<file path="config.mk">
export PLATFORM = sky130hd
export DESIGN_NAME = plca_core
export DESIGN_NICKNAME = d
export VERILOG_FILES = /design/src/verilog/plca_pkg.sv /design/src/verilog/plca_fifo.sv /design/src/verilog/plca_core.sv
export SDC_FILE = /design/constraint.sdc
export NUM_CORES = 1
export LEC_CHECK = 0
export BUFFER_PORTS_ARGS = -buffer_cell sky130_fd_sc_hd__buf_2
export CAP_MARGIN = 0
export CORE_ASPECT_RATIO = 0.9
export CORE_UTILIZATION = 42
export DETAILED_ROUTE_END_ITERATION = 16
export PLACE_DENSITY_LB_ADDON = 0.25
export SLEW_MARGIN = 10
export SYNTH_ARGS = -nofsm -noshare
export SYNTH_HDL_FRONTEND = slang
export SYNTH_SLANG_ARGS = --single-unit
</file>
<file path="constraint.sdc">
create_clock -name mclk -period 4.1 [get_ports mclk]
set_clock_uncertainty 0.15 [all_clocks]
set_input_delay 0 -clock mclk [delete_from_list [all_inputs] [get_ports mclk]]
set_output_delay 0 -clock mclk [all_outputs]
set_load 0.02 [all_outputs]
</file>
<file path="src/verilog/plca_pkg.sv">
// constants and code tables for the twisted-pair line coding and auto-negotiation block
package plca_pkg;
    // ************************************************************
    // clocking and timing
    // ************************************************************
    localparam int MCLK_HZ       = 20_000_000;
    localparam int MDIX_SLOT_MS  = 62;
    localparam int MDIX_SLOT_CYC = MDIX_SLOT_MS * (MCLK_HZ / 1000);
    localparam int PD_WAIT_MS    = 50;
    localparam int PD_WAIT_CYC   = PD_WAIT_MS * (MCLK_HZ / 1000);
    localparam int TX_DIV        = 4;
    localparam int RX_OS         = 4;
    localparam int MAN_BIT       = 8;

    // ************************************************************
    // scrambler
    // ************************************************************
    localparam int          LFSR_W     = 11;
    localparam int          TAP_HI     = 10;
    localparam int          TAP_LO     = 8;
    localparam logic [10:0] LFSR_SEED  = 11'h7FF;
    localparam logic [4:0]  LOCK_MATCH = 5'h1D;

    // ************************************************************
    // code groups
    // ************************************************************
    localparam logic [4:0] SYM_IDLE = 5'h1F;
    localparam logic [4:0] SYM_J    = 5'h18;
    localparam logic [4:0] SYM_K    = 5'h11;
    localparam logic [4:0] SYM_T    = 5'h0D;
    localparam logic [4:0] SYM_R    = 5'h07;

    // ability bits: 3=100 full, 2=100 half, 1=10 full, 0=10 half
    localparam int AB_100F = 3;
    localparam int AB_100H = 2;
    localparam int AB_10F  = 1;

    localparam logic [79:0] ENC_TAB = {
        5'h1D, 5'h1C, 5'h1B, 5'h1A, 5'h17, 5'h16, 5'h13, 5'h12,
        5'h0F, 5'h0E, 5'h0B, 5'h0A, 5'h15, 5'h14, 5'h09, 5'h1E};

    function automatic logic [4:0] plca_enc(input logic [3:0] nib);
        plca_enc = ENC_TAB[{nib, 2'h0} + {3'h0, nib} +: 5];
    endfunction

    // returns {valid, nibble}
    function automatic logic [4:0] plca_dec(input logic [4:0] sym);
        logic [4:0] r;
        r = 5'h00;
        for (int i = 0; i < 16; i++) begin
            if (ENC_TAB[i*5 +: 5] == sym) begin
                r = {1'b1, 4'(i)};
            end
        end
        plca_dec = r;
    endfunction
endpackage

</file>
<file path="src/verilog/plca_fifo.sv">
// synchronous valid/ready fifo between the mac nibble port and the transmit coder
`timescale 1ns/100ps
module plca_fifo #(
    parameter int WIDTH = 5,
    parameter int DEPTH = 16
) (
    input  wire logic             mclk,
    input  wire logic             reset_n,
    input  wire logic             in_valid,
    output logic                  in_ready,
    input  wire logic [WIDTH-1:0] in_data,
    output logic                  out_valid,
    input  wire logic             out_ready,
    output logic [WIDTH-1:0]      out_data
);
    localparam int AW = $clog2(DEPTH);

    logic [WIDTH-1:0] mem_q [DEPTH];
    logic [AW-1:0]    wr_q;
    logic [AW-1:0]    rd_q;
    logic [AW:0]      cnt_q;
    logic             push;
    logic             pop;

    assign in_ready  = (cnt_q != (AW+1)'(DEPTH));
    assign out_valid = (cnt_q != '0);
    assign push      = in_valid && in_ready;
    assign pop       = out_valid && out_ready;
    assign out_data  = mem_q[rd_q];

    always_ff @(posedge mclk) begin
        if (push) begin
            mem_q[wr_q] <= in_data;
        end
    end

    always_ff @(posedge mclk or negedge reset_n) begin
        if (!reset_n) begin
            wr_q  <= '0;
            rd_q  <= '0;
            cnt_q <= '0;
        end else begin
            if (push) begin
                wr_q <= wr_q + 1'b1;
            end
            if (pop) begin
                rd_q <= rd_q + 1'b1;
            end
            cnt_q <= cnt_q + (AW+1)'(push) - (AW+1)'(pop);
        end
    end
endmodule

</file>
<file path="src/verilog/plca_core.sv">
// line coding, pair assignment and link mode resolution for one twisted-pair port
//
// Summary of operation
// RULE_01 - MAC nibbles are serialised into one line bit per symbol-rate tick.
// RULE_02 - transmit data and control pass through 4B/5B coding, then the scrambler.
// RULE_03 - scrambled bits are converted from NRZ to NRZI before the line stage.
// RULE_04 - receive bit clock recovered from NRZI transitions; it converts back to NRZ.
// RULE_05 - receive bits descrambled, 5B decoded to 4B, delivered as nibbles to MAC.
// RULE_06 - scrambling in 100 mode only, 11-bit LFSR with 2047-bit period.
// RULE_07 - descrambler applies the same sequence the transmitting scrambler used.
// RULE_08 - 10 Mb/s Manchester input split into recovered clock and NRZ data.
// RULE_09 - 10 Mb/s receive clock keeps running through idle gaps.
// RULE_10 - two crossover schemes, vendor-style and IEEE; vendor-style is default.
// RULE_11 - crossover detects partner transmit pair and swaps own pair assignment.
// RULE_12 - crossover can be disabled by port control or management setting.
// RULE_13 - both sides advertise abilities and compare received with own.
// RULE_14 - resolve highest common: 100 full, 100 half, 10 full, 10 half.
// RULE_15 - without negotiation, mode chosen by sensing fixed receive signalling.
// RULE_16 - all timing derived from the single 25 MHz-class reference clock; here mclk is set to 20 MHz (MCLK_HZ).
// RULE_17 - polynomial x^11+x^9+1; descrambler self-synchronises on idle.
// RULE_18 - idle between frames; frames delimited by start and end code groups.
`timescale 1ns/100ps
module plca_core #(
    parameter int MDIX_SLOT = plca_pkg::MDIX_SLOT_CYC,
    parameter int PD_WAIT   = plca_pkg::PD_WAIT_CYC,
    parameter int TX_DIV    = plca_pkg::TX_DIV,
    parameter int RX_OS     = plca_pkg::RX_OS,
    parameter int MAN_BIT   = plca_pkg::MAN_BIT,
    parameter int FIFO_D    = 16
) (
    input  wire logic       mclk,
    input  wire logic       reset_n,
    input  wire logic [3:0] mac_txd,
    input  wire logic       mac_tx_last,
    input  wire logic       mac_tx_valid,
    output logic            mac_tx_ready,
    output logic [3:0]      mac_rxd,
    output logic            mac_rx_valid,
    output logic            mac_rx_err,
    input  wire logic       line_a_in,
    input  wire logic       line_b_in,
    output logic            line_a_out,
    output logic            line_b_out,
    output logic            rx10_clk,
    output logic            rx10_data,
    output logic            rx10_valid,
    output logic            rx10_carrier,
    input  wire logic       mdix_port_dis,
    input  wire logic       mdix_mgmt_dis,
    input  wire logic       mdix_ieee,
    output logic            mdix_state,
    input  wire logic       an_enable,
    input  wire logic       an_restart,
    input  wire logic [3:0] adv_local,
    input  wire logic [3:0] lp_ability,
    input  wire logic       lp_valid,
    input  wire logic       nlp_seen,
    output logic [3:0]      an_adv,
    output logic            an_done,
    output logic            speed_100,
    output logic            full_duplex,
    output logic            pd_used,
    output logic            descr_locked
);
    // ************************************************************
    // transmit fifo and symbol-rate tick
    // ************************************************************
    typedef enum logic [5:0] {
        TX_IDLE = 6'b000001, TX_J = 6'b000010, TX_K = 6'b000100,
        TX_DATA = 6'b001000, TX_T = 6'b010000, TX_R = 6'b100000
    } plca_tx_t;

    plca_tx_t    tx_q;
    logic        f_valid;
    logic        f_ready;
    logic [4:0]  f_data;
    logic [7:0]  div_q;
    logic        tick;
    logic [2:0]  bit_q;
    logic [4:0]  sym_q;
    logic [10:0] scr_q;
    logic        scr_fb;
    logic        tx_line_q;
    logic        sym_end;

    plca_fifo #(.WIDTH(5), .DEPTH(FIFO_D)) u_fifo (
        .mclk      (mclk),
        .reset_n   (reset_n),
        .in_valid  (mac_tx_valid),
        .in_ready  (mac_tx_ready),
        .in_data   ({mac_tx_last, mac_txd}),
        .out_valid (f_valid),
        .out_ready (f_ready),
        .out_data  (f_data)
    );

    // bit rate is a division of mclk so no second clock source exists
    assign tick    = (div_q == 8'(TX_DIV - 1)); // RULE_16
    assign sym_end = tick && (bit_q == 3'h4);
    assign f_ready = sym_end && (tx_q == TX_K || tx_q == TX_DATA);
    assign scr_fb  = scr_q[plca_pkg::TAP_HI] ^ scr_q[plca_pkg::TAP_LO]; // RULE_17

    always_ff @(posedge mclk or negedge reset_n) begin
        if (!reset_n) begin
            div_q <= 8'h00;
        end else begin
            div_q <= tick ? 8'h00 : div_q + 8'h01;
        end
    end

    // frame sequencer: J K data... T R, idle otherwise
    always_ff @(posedge mclk or negedge reset_n) begin
        if (!reset_n) begin
            tx_q  <= TX_IDLE;
            sym_q <= plca_pkg::SYM_IDLE;
            bit_q <= 3'h0;
        end else if (tick) begin
            if (bit_q != 3'h4) begin
                bit_q <= bit_q + 3'h1;
                sym_q <= {sym_q[3:0], 1'b0}; // RULE_01
            end else begin
                bit_q <= 3'h0;
                case (tx_q)
                    TX_IDLE: begin
                        if (f_valid) begin // RULE_18
                            tx_q  <= TX_J;
                            sym_q <= plca_pkg::SYM_J;
                        end else begin
                            sym_q <= plca_pkg::SYM_IDLE;
                        end
                    end
                    TX_J: begin
                        tx_q  <= TX_K;
                        sym_q <= plca_pkg::SYM_K;
                    end
                    TX_K, TX_DATA: begin
                        // a drained fifo mid-frame closes the frame rather than stalling the line
                        if (f_valid) begin
                            tx_q  <= f_data[4] ? TX_T : TX_DATA;
                            sym_q <= plca_pkg::plca_enc(f_data[3:0]); // RULE_02
                        end else begin
                            tx_q  <= TX_R;
                            sym_q <= plca_pkg::SYM_T;
                        end
                    end
                    TX_T: begin
                        tx_q  <= TX_R;
                        sym_q <= plca_pkg::SYM_T;
                    end
                    TX_R: begin
                        tx_q  <= TX_IDLE;
                        sym_q <= plca_pkg::SYM_R;
                    end
                    default: begin
                        tx_q  <= TX_IDLE;
                        sym_q <= plca_pkg::SYM_IDLE;
                    end
                endcase
            end
        end
    end

    // ************************************************************
    // scrambler and nrzi encoder
    // ************************************************************
    always_ff @(posedge mclk or negedge reset_n) begin
        if (!reset_n) begin
            scr_q     <= plca_pkg::LFSR_SEED;
            tx_line_q <= 1'b0;
        end else if (tick && speed_100) begin // RULE_06
            scr_q <= {scr_q[9:0], scr_fb}; // RULE_06
            if (sym_q[4] ^ scr_fb) begin // RULE_02
                tx_line_q <= ~tx_line_q; // RULE_03
            end
        end
    end

    // ************************************************************
    // receive pair selection and 100 Mb/s clock recovery
    // ************************************************************
    logic       mdix_q;
    logic       rx_in;
    logic       rx_prev_q;
    logic       rx_edge;
    logic [7:0] ph_q;
    logic       rx_tick;
    logic       lvl_q;
    logic       nrz;

    assign rx_in   = mdix_q ? line_a_in : line_b_in; // RULE_11
    assign rx_edge = rx_in ^ rx_prev_q;
    assign rx_tick = (ph_q == 8'(RX_OS / 2));
    assign nrz     = rx_in ^ lvl_q; // RULE_04

    always_ff @(posedge mclk or negedge reset_n) begin
        if (!reset_n) begin
            rx_prev_q <= 1'b0;
            ph_q      <= 8'h00;
            lvl_q     <= 1'b0;
        end else begin
            rx_prev_q <= rx_in;
            // phase realigns on every transition, so the sample falls in the last cycle of each bit
            if (rx_edge) begin
                ph_q <= 8'h00; // RULE_04
            end else begin
                ph_q <= (ph_q == 8'(RX_OS - 1)) ? 8'h00 : ph_q + 8'h01;
            end
            if (rx_tick) begin
                lvl_q <= rx_in;
            end
        end
    end

    // ************************************************************
    // descrambler, alignment and 5B decode
    // ************************************************************
    logic [10:0] dsc_q;
    logic        dsc_fb;
    logic [4:0]  match_q;
    logic        lock_q;
    logic        plain;
    logic [9:0]  sh_q;
    logic        align_q;
    logic [2:0]  rcnt_q;
    logic [4:0]  dec;

    assign dsc_fb = dsc_q[plca_pkg::TAP_HI] ^ dsc_q[plca_pkg::TAP_LO];
    assign plain  = nrz ^ dsc_fb; // RULE_07
    assign dec    = plca_pkg::plca_dec({sh_q[3:0], plain});

    always_ff @(posedge mclk or negedge reset_n) begin
        if (!reset_n) begin
            dsc_q   <= plca_pkg::LFSR_SEED;
            match_q <= 5'h00;
            lock_q  <= 1'b0;
        end else if (!speed_100) begin
            lock_q  <= 1'b0;
            match_q <= 5'h00;
        end else if (rx_tick) begin
            if (lock_q) begin
                dsc_q <= {dsc_q[9:0], dsc_fb}; // RULE_07
            end else begin
                // idle is all ones, so the inverted line bit is the key itself
                dsc_q   <= {dsc_q[9:0], ~nrz}; // RULE_17
                match_q <= (dsc_fb == ~nrz) ? match_q + 5'h01 : 5'h00;
                lock_q  <= (match_q == plca_pkg::LOCK_MATCH);
            end
        end
    end

    always_ff @(posedge mclk or negedge reset_n) begin
        if (!reset_n) begin
            sh_q         <= 10'h000;
            align_q      <= 1'b0;
            rcnt_q       <= 3'h0;
            mac_rxd      <= 4'h0;
            mac_rx_valid <= 1'b0;
            mac_rx_err   <= 1'b0;
        end else begin
            mac_rx_valid <= 1'b0;
            mac_rx_err   <= 1'b0;
            if (rx_tick && lock_q) begin
                sh_q <= {sh_q[8:0], plain};
                if (!align_q) begin
                    if ({sh_q[8:0], plain} == {plca_pkg::SYM_J, plca_pkg::SYM_K}) begin
                        align_q <= 1'b1;
                        rcnt_q  <= 3'h0;
                    end
                end else if (rcnt_q == 3'h4) begin
                    rcnt_q <= 3'h0;
                    if ({sh_q[3:0], plain} == plca_pkg::SYM_T) begin
                        align_q <= 1'b0;
                    end else if (dec[4]) begin
                        mac_rxd      <= dec[3:0]; // RULE_05
                        mac_rx_valid <= 1'b1;
                    end else begin
                        mac_rx_err <= 1'b1;
                        align_q    <= 1'b0;
                    end
                end else begin
                    rcnt_q <= rcnt_q + 3'h1;
                end
            end
        end
    end

    // ************************************************************
    // 10 Mb/s manchester separation
    // ************************************************************
    logic [7:0] gap_q;
    logic [7:0] c10_q;
    logic       mid_edge;

    assign mid_edge = rx_edge && (gap_q >= 8'((MAN_BIT * 3) / 4));

    always_ff @(posedge mclk or negedge reset_n) begin
        if (!reset_n) begin
            gap_q        <= 8'h00;
            c10_q        <= 8'h00;
            rx10_clk     <= 1'b0;
            rx10_data    <= 1'b0;
            rx10_valid   <= 1'b0;
            rx10_carrier <= 1'b0;
        end else begin
            rx10_valid <= 1'b0;
            if (rx_edge) begin
                gap_q <= mid_edge ? 8'h00 : gap_q;
            end else if (gap_q != 8'hFF) begin
                gap_q <= gap_q + 8'h01;
            end
            if (mid_edge && !speed_100) begin
                rx10_data  <= rx_in; // RULE_08
                rx10_valid <= 1'b1;
            end
            rx10_carrier <= !speed_100 && (gap_q < 8'(MAN_BIT * 2));
            // free running divider, only re-phased by data: never stops in idle
            if (mid_edge) begin
                c10_q    <= 8'h00;
                rx10_clk <= 1'b1; // RULE_08
            end else if (c10_q == 8'(MAN_BIT / 2 - 1)) begin
                c10_q    <= 8'h00;
                rx10_clk <= ~rx10_clk; // RULE_09
            end else begin
                c10_q <= c10_q + 8'h01;
            end
        end
    end

    // ************************************************************
    // automatic crossover
    // ************************************************************
    logic [23:0] slot_q;
    logic        slot_end;
    logic        act_q;

    assign slot_end = (slot_q == 24'(MDIX_SLOT - 1));

    always_ff @(posedge mclk or negedge reset_n) begin
        if (!reset_n) begin
            slot_q <= 24'h000000;
            act_q  <= 1'b0;
            mdix_q <= 1'b0;
        end else begin
            slot_q <= slot_end ? 24'h000000 : slot_q + 24'h000001;
            // activity arriving in the clearing cycle survives into the next slot
            act_q  <= rx_edge || (act_q && !slot_end);
            if (mdix_port_dis || mdix_mgmt_dis) begin
                mdix_q <= 1'b0; // RULE_12
            end else if (slot_end && !act_q && !rx_edge) begin
                // vendor scheme hops every silent slot, IEEE hops on a random draw
                if (!mdix_ieee || scr_q[0]) begin // RULE_10
                    mdix_q <= ~mdix_q; // RULE_11
                end
            end
        end
    end

    always_ff @(posedge mclk or negedge reset_n) begin
        if (!reset_n) begin
            line_a_out <= 1'b0;
            line_b_out <= 1'b0;
        end else begin
            line_a_out <= mdix_q ? 1'b0 : (tx_line_q && speed_100); // RULE_11
            line_b_out <= mdix_q ? (tx_line_q && speed_100) : 1'b0;
        end
    end

    // ************************************************************
    // auto-negotiation and parallel detection
    // ************************************************************
    typedef enum logic [1:0] {AN_ADV = 2'b01, AN_DONE = 2'b10} plca_an_t;

    plca_an_t    an_q;
    logic [23:0] pdw_q;
    logic [3:0]  common;

    assign common = adv_local & lp_ability; // RULE_13

    always_ff @(posedge mclk or negedge reset_n) begin
        if (!reset_n) begin
            an_q        <= AN_ADV;
            pdw_q       <= 24'h000000;
            an_adv      <= 4'h0;
            speed_100   <= 1'b1;
            full_duplex <= 1'b0;
            pd_used     <= 1'b0;
        end else begin
            an_adv <= an_enable ? adv_local : 4'h0; // RULE_13
            case (an_q)
                AN_ADV: begin
                    pdw_q <= pdw_q + 24'h000001;
                    if (an_enable && lp_valid && common != 4'h0) begin
                        an_q        <= AN_DONE;
                        pd_used     <= 1'b0;
                        speed_100   <= common[plca_pkg::AB_100F] || common[plca_pkg::AB_100H]; // RULE_14
                        full_duplex <= common[plca_pkg::AB_100F] ||
                                       (!common[plca_pkg::AB_100H] && common[plca_pkg::AB_10F]);
                    end else if (pdw_q == 24'(PD_WAIT - 1) || !an_enable) begin
                        pdw_q <= 24'h000000;
                        if (lock_q) begin
                            an_q        <= AN_DONE; // RULE_15
                            speed_100   <= 1'b1;
                            full_duplex <= 1'b0;
                            pd_used     <= 1'b1;
                        end else if (nlp_seen || rx10_carrier) begin
                            an_q        <= AN_DONE; // RULE_15
                            speed_100   <= 1'b0;
                            full_duplex <= 1'b0;
                            pd_used     <= 1'b1;
                        end else begin
                            // alternate the listening speed so both signallings can be heard
                            speed_100 <= ~speed_100;
                        end
                    end
                end
                AN_DONE: begin
                    pdw_q <= 24'h000000;
                    if (an_restart || (slot_end && !act_q && !rx_edge)) begin
                        an_q <= AN_ADV;
                    end
                end
                default: an_q <= AN_ADV;
            endcase
        end
    end

    assign an_done      = (an_q == AN_DONE);
    assign mdix_state   = mdix_q;
    assign descr_locked = lock_q;

endmodule

</file>
==> qor_table.md, run 1 <==
| Metric | Value | Unit |
|---|---|---|
| Post-Syn Area per Cell | 10.75 | sq um |
| Gate power share | 21.7 | % |
| Worst hold path class | in2async | - |
| Final-stage net count | 1354 | - |
| Worst IR Drop VDD | 0.0003537 | V |
| Area of the placeable core | 29880 | sq um |
| Crit Path Class | reg2reg | - |
| Overall track demand over capacity in global routing | 18.46 | % |
| List of most frequent post-synthesis cells | sky130_fd_sc_hd__dfrtp_1, sky130_fd_sc_hd__nor2_1, sky130_fd_sc_hd__nand2_1 | - |
| Average wire length per cell after detail routing | 16.13 | um |
| Crit path capture type | flop | - |
| Count of distinct cell types in the synthesized netlist | 78 | - |
| Worst slack after detailed placement | 0.1282 | ns |
| PD cells | 498.1 | nW/um^2 |
| Global-route wire length before repair | 46640 | um |
| Cell family with the largest share of critical-path delay | multiplexers | - |
| Clock net sink count | 254 | - |
| Area leader, netlist | sky130_fd_sc_hd__dfrtp_1 | - |
| Leak pwr | 6.212 | nW |
| Share of Yosys cell area claimed by the top area cell type | 28.20 | % |
| EDFF count, synth | 80 | - |
| Diodes inserted | 0 | - |
| Required time at the endpoint of the critical path | 4.41 | ns |
| Die Footprint | 31130 | sq um |
| Number of pins with negative max-slew slack in the final report | 0 | - |
| Insertion delay of the later-clocked pin in the worst-skew pair | 0.56 | ns |
| Unrepaired setup endpoints after global routing | false | - |
| Number of buffers added by the clock tree synthesis step | 28 | - |
| Cell types with the largest area share after synthesis | sky130_fd_sc_hd__dfrtp_1, sky130_fd_sc_hd__edfxtp_1, sky130_fd_sc_hd__dfstp_2, sky130_fd_sc_hd__nor2_1, sky130_fd_sc_hd__ha_1 | - |
| H-Tree Level Count | 1 | - |
| DRC violation count after routing | 0 | - |
| Filler-free cell count of the finished design | 1716 | - |
| Share of layout cells above drive strength 1 | 16.15 | % |
| Max-Cap Viols | 0 | - |
| Global placement routability congestion | 0.9412 | - |
| Total Neg Setup Slack | 0 | ns |
| Detailed Route Iter0 Violations | 664 | - |
| Maximum number of pins on one net before global-route repair | 100 | - |
| Register clock-pin slew on the reported worst setup and hold paths | 0.06 | ns |
| Number of register bits inferred by synthesis | 254 | - |
| Number of buffer and inverter instances along the worst setup path | 2 | - |
| Cells after synthesis | 1189 | - |
| Relative contribution of the clock network to total power | 35.8 | % |
| Library cell contributing the largest single delay on the critical path | sky130_fd_sc_hd__fa_1 | - |
| Post-route ant nets | 0 | - |
| Headroom to the max-slew limit | 31.23 | % |
| Overall Power | 7.468 | mW |
| Final core occ | 50.18 | % |
| DIE WIDTH | 185.9 | um |
| Status | complete, but fails checks | - |
| Crit-path max FO | 14 | - |
| Leading cell type by number of instances after synthesis | sky130_fd_sc_hd__dfrtp_1 | - |
| CP cell instances | buf_12 -> mux4_2 -> mux2_2 -> mux2i_4 -> inv_4 -> fa_1 -> nor2b_1 -> a21o_1 -> a21oi_1 -> a2111o_1 -> a32o_1 -> nand3b_1 -> a21oi_1 | - |
| Most frequent CP cell | sky130_fd_sc_hd__a21oi_1 | - |
| Quantity of I/O buffers inserted on ports | 47 | - |
| Worst hold margin | -0.009890 | ns |
| Placed cell area | 13630 | sq um |
| Final setup violating endpoints | 0 | - |
| Number of placed cells counting well taps | 1629 | - |
| CP Data Arrival Time | 4.27 | ns |
| Shortest clock period the worst path allows after layout | 3.961 | ns |
| CTS tree | done | - |
| Syn-to-layout area delta | 17.31 | % |
| Violations in the final reports | hold timing | - |
| Antenna violations before repair | 0 | - |
| Sequential share of power | 42.5 | % |
| Via count of the first global-routing pass | 9075 | - |
| Initial core utilization | 42.77 | % |
| Via density per instance | 5.367 | - |
| Std-Cell Rows | 60 | - |
| Cell area after technology mapping | 12780 | sq um |
| Warning count from the yosys run | 0 | - |
| Logic depth of the worst setup path including buffers | 13 | - |
| Sequential cell area in the final layout | 6795 | sq um |
| Final number of hold-violating endpoints | 16 | - |
| Final Routed Wirelength | 27680 | um |
| Longest Clk Path Bufs | 3 | - |
| Count of TritonRoute iterations in the first routing pass | 5 | - |
| Post-detailed-placement half-perimeter wirelength | 18350 | um |
| Highest clock rate | 252.5 | MHz |
| Transition time at the pin with the least slew margin | 1.024 | ns |
| Smallest setup slack after layout | 0.1389 | ns |
| Post-route cell area | 14990 | sq um |
| Net Switching | 2.220 | mW |
| Power Internal | 5.248 | mW |
| Root Driver | sky130_fd_sc_hd__clkbuf_16 | - |
| R2R cell count | 13 | - |
| Remaining global-route overflow | 0 | - |
| Main flop type after synthesis | sky130_fd_sc_hd__dfrtp_1 | - |
| Proportion of register bits with asynchronous set or reset after synthesis | 68.50 | % |
| Number of nets in the synthesized netlist | 1252 | - |
| Final period utilization | 96.61 | % |
| Filler Cell Count | 2663 | - |
| Setup crit start | u_fifo.rd_q[1]$_DFFE_PN0P_ | - |
| Floorplan die height | 167.5 | um |
| Sequential element share of the synthesized area | 53.16 | % |
| Launching point of the worst reg2reg path | u_fifo.rd_q[1]$_DFFE_PN0P_ | - |
| Crit-path max cell delay | 0.68 | ns |
| # IOs | 48 | - |
| Startpoint types | flop | - |
| Multi-input logic area | 5613 | sq um |
| Switching fraction of total power | 29.73 | % |
| Overall via count from detail_route | 9209 | - |
final cells by class:
class	count	area share, %
Clock buffer	36	4.941
Clock inverter	16	1.619
Inverter	46	1.193
Multi-Input combinational cell	839	37.44
Sequential cell	254	45.33
Tap cell	403	3.363
Timing Repair Buffer	122	6.118
power groups by stage:
stage	Clock [mW]	Combinational, mW	Sequential [mW]
floorplan	0	1.11	3.18
global placement	0	1.53	3.21
detailed placement	0	1.55	3.22
CTS	2.75	1.62	3.18
global route	2.85	1.82	3.22
finish	2.68	1.62	3.17
cell usage in the layout (no fill, tap or decap), types with 40 or more instances in the layout:
master	n
sky130_fd_sc_hd__buf_2	46
sky130_fd_sc_hd__buf_4	40
sky130_fd_sc_hd__dfrtp_1	143
sky130_fd_sc_hd__edfxtp_1	80
sky130_fd_sc_hd__inv_1	43
sky130_fd_sc_hd__nand2_1	111
sky130_fd_sc_hd__nand3_1	43
sky130_fd_sc_hd__nor2_1	123
sky130_fd_sc_hd__o21ai_0	41
sky130_fd_sc_hd__o21ai_1	48
path summary, 6_finish.rpt:
check                                    endpoint  slack, ns
max                          sym_q[2]$_DFFE_PN1N_       0.14
min in group mclk          mdix_state$_DFFE_PN0P_       0.02
max in group asynchronous    scr_q[1]$_DFFE_PN1P_       2.68
min                        mac_rxd[3]$_DFFE_PN0P_      -0.01
max reg2reg                  sym_q[2]$_DFFE_PN1N_       0.14
min reg2reg                   slot_q[0]$_DFF_PN0_       0.31
logic make-up after synthesis:
kind of cell | after synthesis | share of synthesized area (%)
simple gates | 437 | 16.58
flops | 254 | 53.16
compound gates | 232 | 11.66
buf+inv | 96 | 3.045
xor+xnor | 70 | 4.915
mux | 62 | 6.804
fa+ha+maj | 38 | 3.838
routing by layer:
| metal | routed length (um) | vias up | global-route usage [%] |
|---|---|---|---|
| met5 | 0 | - | 0 |
| met4 | 768 | 0 | 5.488 |
| met3 | 1092 | 58 | 2.545 |
| met2 | 12500 | 192 | 28.68 |
| met1 | 13320 | 4456 | 26.77 |
| li1 | - | 4503 | - |
sequential cells by signal (all words and copies together), names as in the netlist, 6 cells and up:
register,count
ph_q,8
sh_q,9
c10_q,8
div_q,8
dsc_q,11
pdw_q,24
scr_q,11
gap_q,8
tx_q,6
u_fifo.mem_q,80
slot_q,24
worst register-to-register path, cell delays in order, from the launching register on:
cell and delay [ns]:
sky130_fd_sc_hd__dfrtp_2 0.43, sky130_fd_sc_hd__buf_12 0.19, sky130_fd_sc_hd__mux4_2 0.51, sky130_fd_sc_hd__mux2_2 0.31, sky130_fd_sc_hd__mux2i_4 0.18, sky130_fd_sc_hd__inv_4 0.08, sky130_fd_sc_hd__fa_1 0.68, sky130_fd_sc_hd__nor2b_1 0.29
sky130_fd_sc_hd__a21o_1 0.14, sky130_fd_sc_hd__a21oi_1 0.07, sky130_fd_sc_hd__a2111o_1 0.36, sky130_fd_sc_hd__a32o_1 0.21, sky130_fd_sc_hd__nand3b_1 0.15, sky130_fd_sc_hd__a21oi_1 0.14
what timing repair did:
action                                 4_1_cts  5_1_grt
gates resized for setup                      0        5
endpoints found under the hold margin      195        0
setup endpoints to repair                    0        3
hold buffers                                33        0
buffers inserted                             0        1
(Power assumes the default switching activity.)
==> inputs of run 2 (changes only) <==
Clock period 4.1 ns to 5.1 ns, I/O delays scaled along.
==> qor_table.md, run 2 (synthesized netlist as in run 1, its figures left out) <==
| Metric | Value | Unit | Change |
|---|---|---|---|
| Number of buffer and inverter instances along the worst setup path | 3 | - | was 2 |
| Count of TritonRoute iterations in the first routing pass | 5 | - | unchanged |
| Floorplan die height | 167.5 | um | unchanged |
| Final number of hold-violating endpoints | 0 | - | was 16 |
| Transition time at the pin with the least slew margin | 1.070 | ns | was 1.024 ns |
| Filler Cell Count | 2744 | - | was 2663 |
| Met1 Resource Use GR | 26.16 | % | was 26.77% |
| Crit-path max FO | 25 | - | was 14 |
| # IOs | 48 | - | unchanged |
| Area of the placeable core | 29880 | sq um | unchanged |
| Post-route ant nets | 0 | - | unchanged |
| Root Driver | sky130_fd_sc_hd__clkbuf_16 | - | unchanged |
| PD cells | 395.3 | nW/um^2 | was 498.1 nW/um^2 |
| H-Tree Level Count | 1 | - | unchanged |
| Initial core utilization | 42.77 | % | unchanged |
| Final period utilization | 89.16 | % | was 96.61% |
| Status | finished, final reports clean | - | was complete, but fails checks |
| Share of layout cells above drive strength 1 | 14.11 | % | was 16.15% |
| Die Footprint | 31130 | sq um | unchanged |
| Headroom to the max-slew limit | 28.09 | % | was 31.23% |
| Smallest setup slack after layout | 0.5529 | ns | was 0.1389 ns |
| Diodes inserted | 0 | - | unchanged |
| Via count of the first global-routing pass | 8774 | - | was 9075 |
| Most frequent standard cell in the layout excluding fill and tap cells | sky130_fd_sc_hd__dfrtp_1 | - | unchanged |
| Total Neg Setup Slack | 0 | ns | unchanged |
| Library cell contributing the largest single delay on the critical path | sky130_fd_sc_hd__or4_1 | - | was sky130_fd_sc_hd__fa_1 |
| Met2 track demand over resource | 27.74 | % | was 28.68% |
| Overall via count from detail_route | 9067 | - | was 9209 |
| Final-stage net count | 1325 | - | was 1354 |
| Number of placed cells counting well taps | 1602 | - | was 1629 |
| Global-route wire length before repair | 45240 | um | was 46640 um |
| Most frequent CP cell | sky130_fd_sc_hd__mux4_2 | - | was sky130_fd_sc_hd__a21oi_1 |
| Final setup violating endpoints | 0 | - | unchanged |
| Global placement routability congestion | 0.9150 | - | was 0.9412 |
| Std-Cell Rows | 60 | - | unchanged |
| Top library cells by usage in the layout, fill and taps aside | sky130_fd_sc_hd__dfrtp_1, sky130_fd_sc_hd__nor2_1, sky130_fd_sc_hd__nand2_1, sky130_fd_sc_hd__edfxtp_1, sky130_fd_sc_hd__o21ai_1 | - | unchanged |
| Average wire length per cell after detail routing | 15.86 | um | was 16.13 um |
| CTS tree | done | - | unchanged |
| Remaining global-route overflow | 0 | - | unchanged |
| Insertion delay of the later-clocked pin in the worst-skew pair | 0.56 | ns | about the same |
| Largest register by flop count | u_fifo.mem_q | - | unchanged |
| Post-detailed-placement half-perimeter wirelength | 17990 | um | was 18350 um |
| Antenna violations before repair | 0 | - | unchanged |
| Detailed Route Iter0 Violations | 671 | - | was 664 |
| Final Routed Wirelength | 26730 | um | was 27680 um |
| Overall track demand over capacity in global routing | 17.86 | % | was 18.46% |
| Number of pins with negative max-slew slack in the final report | 0 | - | unchanged |
| Biggest registers after layout | u_fifo.mem_q x80, pdw_q x24, slot_q x24 | - | unchanged |
| Via density per instance | 5.378 | - | was 5.367 |
| Launching point of the worst reg2reg path | u_fifo.rd_q[1]$_DFFE_PN0P_ | - | unchanged |
| Number of buffers added by the clock tree synthesis step | 27 | - | was 28 |
| DRC violation count after routing | 0 | - | unchanged |
| Startpoint types | flop | - | unchanged |
| Worst hold path class | in2reg | - | was in2async |
| Cell family with the largest share of critical-path delay | multiplexers | - | unchanged |
| CP cell instances | buf_12 -> mux4_2 -> mux2_4 -> mux2i_4 -> inv_4 -> fa_1 -> inv_1 -> a211oi_1 -> or4_1 -> mux4_2 -> a31oi_1 -> a21oi_1 | - | was buf_12 -> mux4_2 -> mux2_2 -> mux2i_4 -> inv_4 -> fa_1 -> nor2b_1 -> a21o_1 -> a21oi_1 -> a2111o_1 -> a32o_1 -> nand3b_1 -> a21oi_1 |
| Quantity of I/O buffers inserted on ports | 47 | - | unchanged |
| Hold path start | mdix_mgmt_dis | - |  |
| Setup crit start | u_fifo.rd_q[1]$_DFFE_PN0P_ | - | unchanged |
| Flip-flop count of the largest register, all copies and words added | 80 | - | unchanged |
| Clock net sink count | 254 | - | unchanged |
| Filler-free cell count of the finished design | 1686 | - | was 1716 |
| DIE WIDTH | 185.9 | um | unchanged |
| Longest Clk Path Bufs | 3 | - | unchanged |
| Final core occ | 49.21 | % | was 50.18% |
| Crit Path Class | reg2reg | - | unchanged |
| Crit path capture type | flop | - | unchanged |
| Crit-path max cell delay | 0.71 | ns | was 0.68 ns |
| Highest clock rate | 219.9 | MHz | was 252.5 MHz |
| Maximum number of pins on one net before global-route repair | 66 | - | was 100 |
| Shortest clock period the worst path allows after layout | 4.547 | ns | was 3.961 ns |
| Required time at the endpoint of the critical path | 5.41 | ns | was 4.41 ns |
| Register clock-pin slew on the reported worst setup and hold paths | 0.07 | ns | was 0.06 ns |
| Syn-to-layout area delta | 15.05 | % | was 17.31% |
| Overall Power | 5.812 | mW | was 7.468 mW |
| Max-Cap Viols | 0 | - | unchanged |
| Leak pwr | 6.051 | nW | was 6.212 nW |
| Met3 demand-to-capacity share in global routing | 2.479 | % | was 2.545% |
| Worst IR Drop VDD | 0.0002464 | V | was 0.0003537 V |
| CP Data Arrival Time | 4.86 | ns | was 4.27 ns |
| Layer carrying the most global-route usage | met2 | - | unchanged |
| Worst slack after detailed placement | 0.6325 | ns | was 0.1282 ns |
| Unrepaired setup endpoints after global routing | false | - | unchanged |
-- run 2: cell types whose count changed in the layout (fill, tap and decap cells not counted), sizes merged --
cell      change
buf          -27
inv           +3
clkinvlp      +1
clkinv        -4
bufinv        -3
-- run 2: cell type report --
type / count / area, sq um / area share [%]
Sequential cell: 254 / 6794 / 46.21
Multi-Input combinational cell: 839 / 5602 / 38.10
Clock buffer: 37 / 753.2 / 5.123
Timing Repair Buffer: 94 / 709.4 / 4.825
Tap cell: 403 / 504.2 / 3.429
Inverter: 46 / 175.2 / 1.191
Clock inverter: 13 / 165.2 / 1.123
-- run 2: path summary, 6_finish.rpt --
| kind | endpoint | slack (ns) | cells past startpoint |
|---|---|---|---|
| setup / recovery | sym_q[3]$_DFFE_PN1N_ | 0.55 | 12 |
| hold / removal | mdix_state$_DFFE_PN0P_ | 0.02 | 3 |
| max in group asynchronous | u_fifo.wr_q[0]$_DFFE_PN0P_ | 3.53 | 4 |
| setup reg to reg | sym_q[3]$_DFFE_PN1N_ | 0.55 | 12 |
| min in group asynchronous | sym_q[0]$_DFFE_PN1N_ | 0.39 | 3 |
| hold reg to reg | div_q[0]$_DFF_PN0_ | 0.30 | 1 |
-- run 2: report_power, final --
part,leakage (nW),internal (mW),switching [mW]
sequential,2.92,2.37,0.180
combinational,2.68,0.483,0.759
clock,0.443,1.19,0.823
total,6.05,4.05,1.76
-- run 2: tightest hold or removal path, stage by stage --
cell and delay, ns:
sky130_fd_sc_hd__buf_2 0.08, sky130_fd_sc_hd__nor3_1 0.04, sky130_fd_sc_hd__dlygate4sd3_1 0.54
-- run 2: per-layer routing --
metal	share of wire, %	vias to the layer above
li1	-	4448
met1	49	4439
met2	46	133
met3	3.3	47
met4	2.2	0
met5	0	-
-- run 2: metrics by stage --
step	area (sq um)	hold slack, ns
3_5_place_dp	13430	-0.1602
4_1_cts	14700	0.002825
2_1_floorplan	12780	-0.4456
5_1_grt	14700	0.01654
6_report	14700	0.01846
3_3_place_gp	13430	-0.1548
-- run 2: what timing repair did --
item,in CTS,in global routing
hold buffers,34,0
setup buffers,0,0
setup endpoints to repair,0,0
endpoints found under the hold margin,206,0
gates resized for setup,0,0
==> inputs of run 3 (changes only) <==
Settings changed: ABC_AREA set to 1.
==> qor_table.md, run 3 <==
| Metric | Value | Unit | Change |
|---|---|---|---|
| Status | finished, final reports clean | - | unchanged |
| Multi-input logic area | 5360 | sq um | was 5602 sq um |
| Number of buffers added by the clock tree synthesis step | 28 | - | was 27 |
| Headroom to the max-slew limit | 42.72 | % | was 28.09% |
| Via density per instance | 5.021 | - | was 5.378 |
| Final Routed Wirelength | 28070 | um | was 26730 um |
| Count of TritonRoute iterations in the first routing pass | 5 | - | unchanged |
| Top library cells by usage in the layout, fill and taps aside | sky130_fd_sc_hd__nand2_1, sky130_fd_sc_hd__inv_1, sky130_fd_sc_hd__nor2_1, sky130_fd_sc_hd__dfrtp_1, sky130_fd_sc_hd__o21ai_0 | - | was sky130_fd_sc_hd__dfrtp_1, sky130_fd_sc_hd__nor2_1, sky130_fd_sc_hd__nand2_1, sky130_fd_sc_hd__edfxtp_1, sky130_fd_sc_hd__o21ai_1 |
| Leak pwr | 6.667 | nW | was 6.051 nW |
| Max-Cap Viols | 0 | - | unchanged |
| Transition time at the pin with the least slew margin | 0.8481 | ns | was 1.070 ns |
| Leading cell type by number of instances after synthesis | sky130_fd_sc_hd__nand2_1 | - | was sky130_fd_sc_hd__dfrtp_1 |
| Clock net sink count | 254 | - | unchanged |
| Syn-to-layout area delta | 14.72 | % | was 15.05% |
| Flip-flop count of the largest register, all copies and words added | 80 | - | unchanged |
| Crit path capture type | flop | - | unchanged |
| Crit-path max FO | 28 | - | was 25 |
| Cell types with the largest area share after synthesis | sky130_fd_sc_hd__dfrtp_1, sky130_fd_sc_hd__edfxtp_1, sky130_fd_sc_hd__nand2_1, sky130_fd_sc_hd__dfstp_2, sky130_fd_sc_hd__inv_1 | - | was sky130_fd_sc_hd__dfrtp_1, sky130_fd_sc_hd__edfxtp_1, sky130_fd_sc_hd__dfstp_2, sky130_fd_sc_hd__nor2_1, sky130_fd_sc_hd__ha_1 |
| Hold bufs inserted after CTS | 36 | - | was 34 |
| Highest clock rate | 243.5 | MHz | was 219.9 MHz |
| DRC violation count after routing | 0 | - | unchanged |
| Final period utilization | 80.51 | % | was 89.16% |
| Worst hold path class | in2reg | - | unchanged |
| # IOs | 48 | - | unchanged |
| Share of layout cells above drive strength 1 | 12.80 | % | was 14.11% |
| Proportion of register bits with asynchronous set or reset after synthesis | 68.50 | % | unchanged |
| Count of distinct cell types in the synthesized netlist | 59 | - | was 78 |
| Main flop type after synthesis | sky130_fd_sc_hd__dfrtp_1 | - | unchanged |
| Insertion delay of the later-clocked pin in the worst-skew pair | 0.55 | ns | was 0.56 ns |
| Antenna violations before repair | 0 | - | unchanged |
| Crit Path Class | reg2reg | - | unchanged |
| Number of register bits inferred by synthesis | 254 | - | unchanged |
| List of most frequent post-synthesis cells | sky130_fd_sc_hd__nand2_1, sky130_fd_sc_hd__inv_1, sky130_fd_sc_hd__nor2_1 | - | was sky130_fd_sc_hd__dfrtp_1, sky130_fd_sc_hd__nor2_1, sky130_fd_sc_hd__nand2_1 |
| DIE WIDTH | 188.2 | um | was 185.9 um |
| Smallest setup slack after layout | 0.9938 | ns | was 0.5529 ns |
| Longest Clk Path Bufs | 3 | - | unchanged |
| Worst IR Drop VDD | 0.0002838 | V | was 0.0002464 V |
| Placed cell area | 13720 | sq um | was 13430 sq um |
| Hold path start | mdix_port_dis | - | was mdix_mgmt_dis |
| Worst slack after detailed placement | 1.072 | ns | was 0.6325 ns |
| Share of Yosys cell area claimed by the top area cell type | 27.48 | % | was 28.20% |
| CP Data Arrival Time | 4.43 | ns | was 4.86 ns |
| Area leader, netlist | sky130_fd_sc_hd__dfrtp_1 | - | unchanged |
| Average wire length per cell after detail routing | 14.00 | um | was 15.86 um |
| Required time at the endpoint of the critical path | 5.42 | ns | was 5.41 ns |
| Register clock-pin slew on the reported worst setup and hold paths | 0.06 | ns | was 0.07 ns |
| Overall via count from detail_route | 10060 | - | was 9067 |
| Remaining global-route overflow | 0 | - | unchanged |
| Detailed Route Iter0 Violations | 781 | - | was 671 |
| Root Driver | sky130_fd_sc_hd__clkbuf_16 | - | unchanged |
| Global placement routability congestion | 0.8502 | - | was 0.9150 |
| Launching point of the worst reg2reg path | u_fifo.rd_q[1]$_DFFE_PN0P_ | - | unchanged |
| PD cells | 380.7 | nW/um^2 | was 395.3 nW/um^2 |
| Std-Cell Rows | 60 | - | unchanged |
| Global-route wire length before repair | 47840 | um | was 45240 um |
| H-Tree Level Count | 1 | - | unchanged |
| Final number of hold-violating endpoints | 0 | - | unchanged |
| Sequential cell area in the final layout | 6794 | sq um | unchanged |
| Diodes inserted | 0 | - | unchanged |
| Final-stage net count | 1642 | - | was 1325 |
| Warning count from the yosys run | 0 | - | unchanged |
| EDFF count, synth | 80 | - | unchanged |
| Biggest registers after layout | u_fifo.mem_q x80, pdw_q x24, slot_q x24 | - | unchanged |
| Filler Cell Count | 2825 | - | was 2744 |
| Largest register by flop count | u_fifo.mem_q | - | unchanged |
| Area of the placeable core | 30330 | sq um | was 29880 sq um |
| Cells after synthesis | 1493 | - | was 1189 |
| Floorplan die height | 169.6 | um | was 167.5 um |
| Slack of the worst reg-to-reg path | 0.99 | ns | was 0.55 ns |
| Setup crit start | u_fifo.rd_q[1]$_DFFE_PN0P_ | - | unchanged |
| Quantity of I/O buffers inserted on ports | 47 | - | unchanged |
| Number of buffers inserted by post-CTS setup repair | 0 | - | unchanged |
| Cell area after technology mapping | 13110 | sq um | was 12780 sq um |
| Maximum number of pins on one net before global-route repair | 65 | - | was 66 |
| CTS tree | done | - | unchanged |
| Shortest clock period the worst path allows after layout | 4.106 | ns | was 4.547 ns |
| Post-route cell area | 15040 | sq um | was 14700 sq um |
| Post-detailed-placement half-perimeter wirelength | 19260 | um | was 17990 um |
| Die Footprint | 31930 | sq um | was 31130 sq um |
| Unrepaired setup endpoints after global routing | false | - | unchanged |
| Sequential element share of the synthesized area | 51.82 | % | was 53.16% |
| Post-Syn Area per Cell | 8.782 | sq um | was 10.75 sq um |
| Post-route ant nets | 0 | - | unchanged |
| Total Neg Setup Slack | 0 | ns | unchanged |
| Final setup violating endpoints | 0 | - | unchanged |
| PostCTS Resize Cnt | 0 | - | unchanged |
| Most frequent standard cell in the layout excluding fill and tap cells | sky130_fd_sc_hd__nand2_1 | - | was sky130_fd_sc_hd__dfrtp_1 |
| Number of pins with negative max-slew slack in the final report | 0 | - | unchanged |
| Overall track demand over capacity in global routing | 18.11 | % | was 17.86% |
| Startpoint types | flop | - | unchanged |
| Number of nets in the synthesized netlist | 1556 | - | was 1252 |
| Initial core utilization | 43.23 | % | was 42.77% |
| Via count of the first global-routing pass | 9845 | - | was 8774 |
## run 3: cell families (layout without fill, tap and decap cells)
| family | count (synthesis) | count (layout) | share of synthesized area [%] |
|---|---|---|---|
| multiplexers | 2 | 2 | 0.1718 |
| flip-flops | 254 | 254 | 51.82 |
| XOR/XNOR | 38 | 38 | 2.682 |
| AND/OR/NAND/NOR | 714 | 714 | 25.28 |
| adder cells (fa/ha/maj) | 38 | 38 | 3.741 |
| AO/OA/AOI/OAI | 208 | 208 | 9.009 |
| buffers and inverters | 239 | 347 | 7.300 |
## run 3: worst paths after layout
kind	endpoint	cells after the start
hold / removal	mdix_state$_DFFE_PN0P_	4
min in group asynchronous	slot_q[13]$_DFF_PN0_	3
hold reg to reg	scr_q[3]$_DFFE_PN1P_	2
setup / recovery	sym_q[3]$_DFFE_PN1N_	20
max in group asynchronous	u_fifo.rd_q[3]$_DFFE_PN0P_	4
setup reg to reg	sym_q[3]$_DFFE_PN1N_	20
## run 3: where the power goes
group | leakage (nW) | internal (mW) | switching, mW | total [mW]
sequential | 2.93 | 2.35 | 0.127 | 2.48
clock | 0.458 | 1.20 | 0.830 | 2.03
combinational | 3.28 | 0.406 | 0.814 | 1.22
total | 6.67 | 3.95 | 1.77 | 5.73
## run 3: stage by stage
step	power, mW	cells	hold WS, ns	utilization, %
after global routing	6.056	2004	0.1218	49.60
final	5.726	2004	0.1204	49.60
after floorplan	3.344	1493	-0.4456	-
after detailed placement	3.689	1916	-0.04430	45.24
after global placement	3.665	1916	-0.04732	45.24
after CTS	5.778	2004	0.07823	49.60
## run 3: final cells by class
type / instances / share of cell area, %
multi-input combinational: 1000 / 35.63
sequential: 254 / 45.17
timing repair buffer: 88 / 4.367
inverter: 207 / 5.199
clock buffer: 34 / 5.215
clock inverter: 18 / 1.065
tap: 403 / 3.352
## run 3: worst max-delay path, cell delays in order, from the launching register on
cell	delay, ns
sky130_fd_sc_hd__dfrtp_1	0.77
sky130_fd_sc_hd__inv_4	0.27
sky130_fd_sc_hd__nor2_1	0.17
sky130_fd_sc_hd__o21ai_0	0.10
sky130_fd_sc_hd__nand3_1	0.12
sky130_fd_sc_hd__nand3_2	0.11
sky130_fd_sc_hd__nand2_4	0.12
sky130_fd_sc_hd__ha_1	0.22
sky130_fd_sc_hd__fa_1	0.42
sky130_fd_sc_hd__buf_4	0.21
sky130_fd_sc_hd__inv_1	0.45
sky130_fd_sc_hd__o21ai_0	0.23
sky130_fd_sc_hd__o21ai_0	0.12
sky130_fd_sc_hd__o21ai_1	0.09
sky130_fd_sc_hd__a21oi_1	0.12
sky130_fd_sc_hd__nand2_1	0.07
sky130_fd_sc_hd__nand2_1	0.06
sky130_fd_sc_hd__nand2_1	0.05
sky130_fd_sc_hd__nand2_1	0.08
sky130_fd_sc_hd__nand2_1	0.05
sky130_fd_sc_hd__nand2_1	0.06
## run 3: per-layer routing
metal | share of wire (%) | track usage (%) | up-vias | wire (um)
met4 | 2.4 | 5.090 | 0 | 680
met1 | 50 | 25.73 | 4739 | 13940
met2 | 44 | 28.69 | 179 | 12300
met5 | 0 | 0 | - | 0
li1 | - | - | 5090 | -
met3 | 4.1 | 2.750 | 54 | 1141
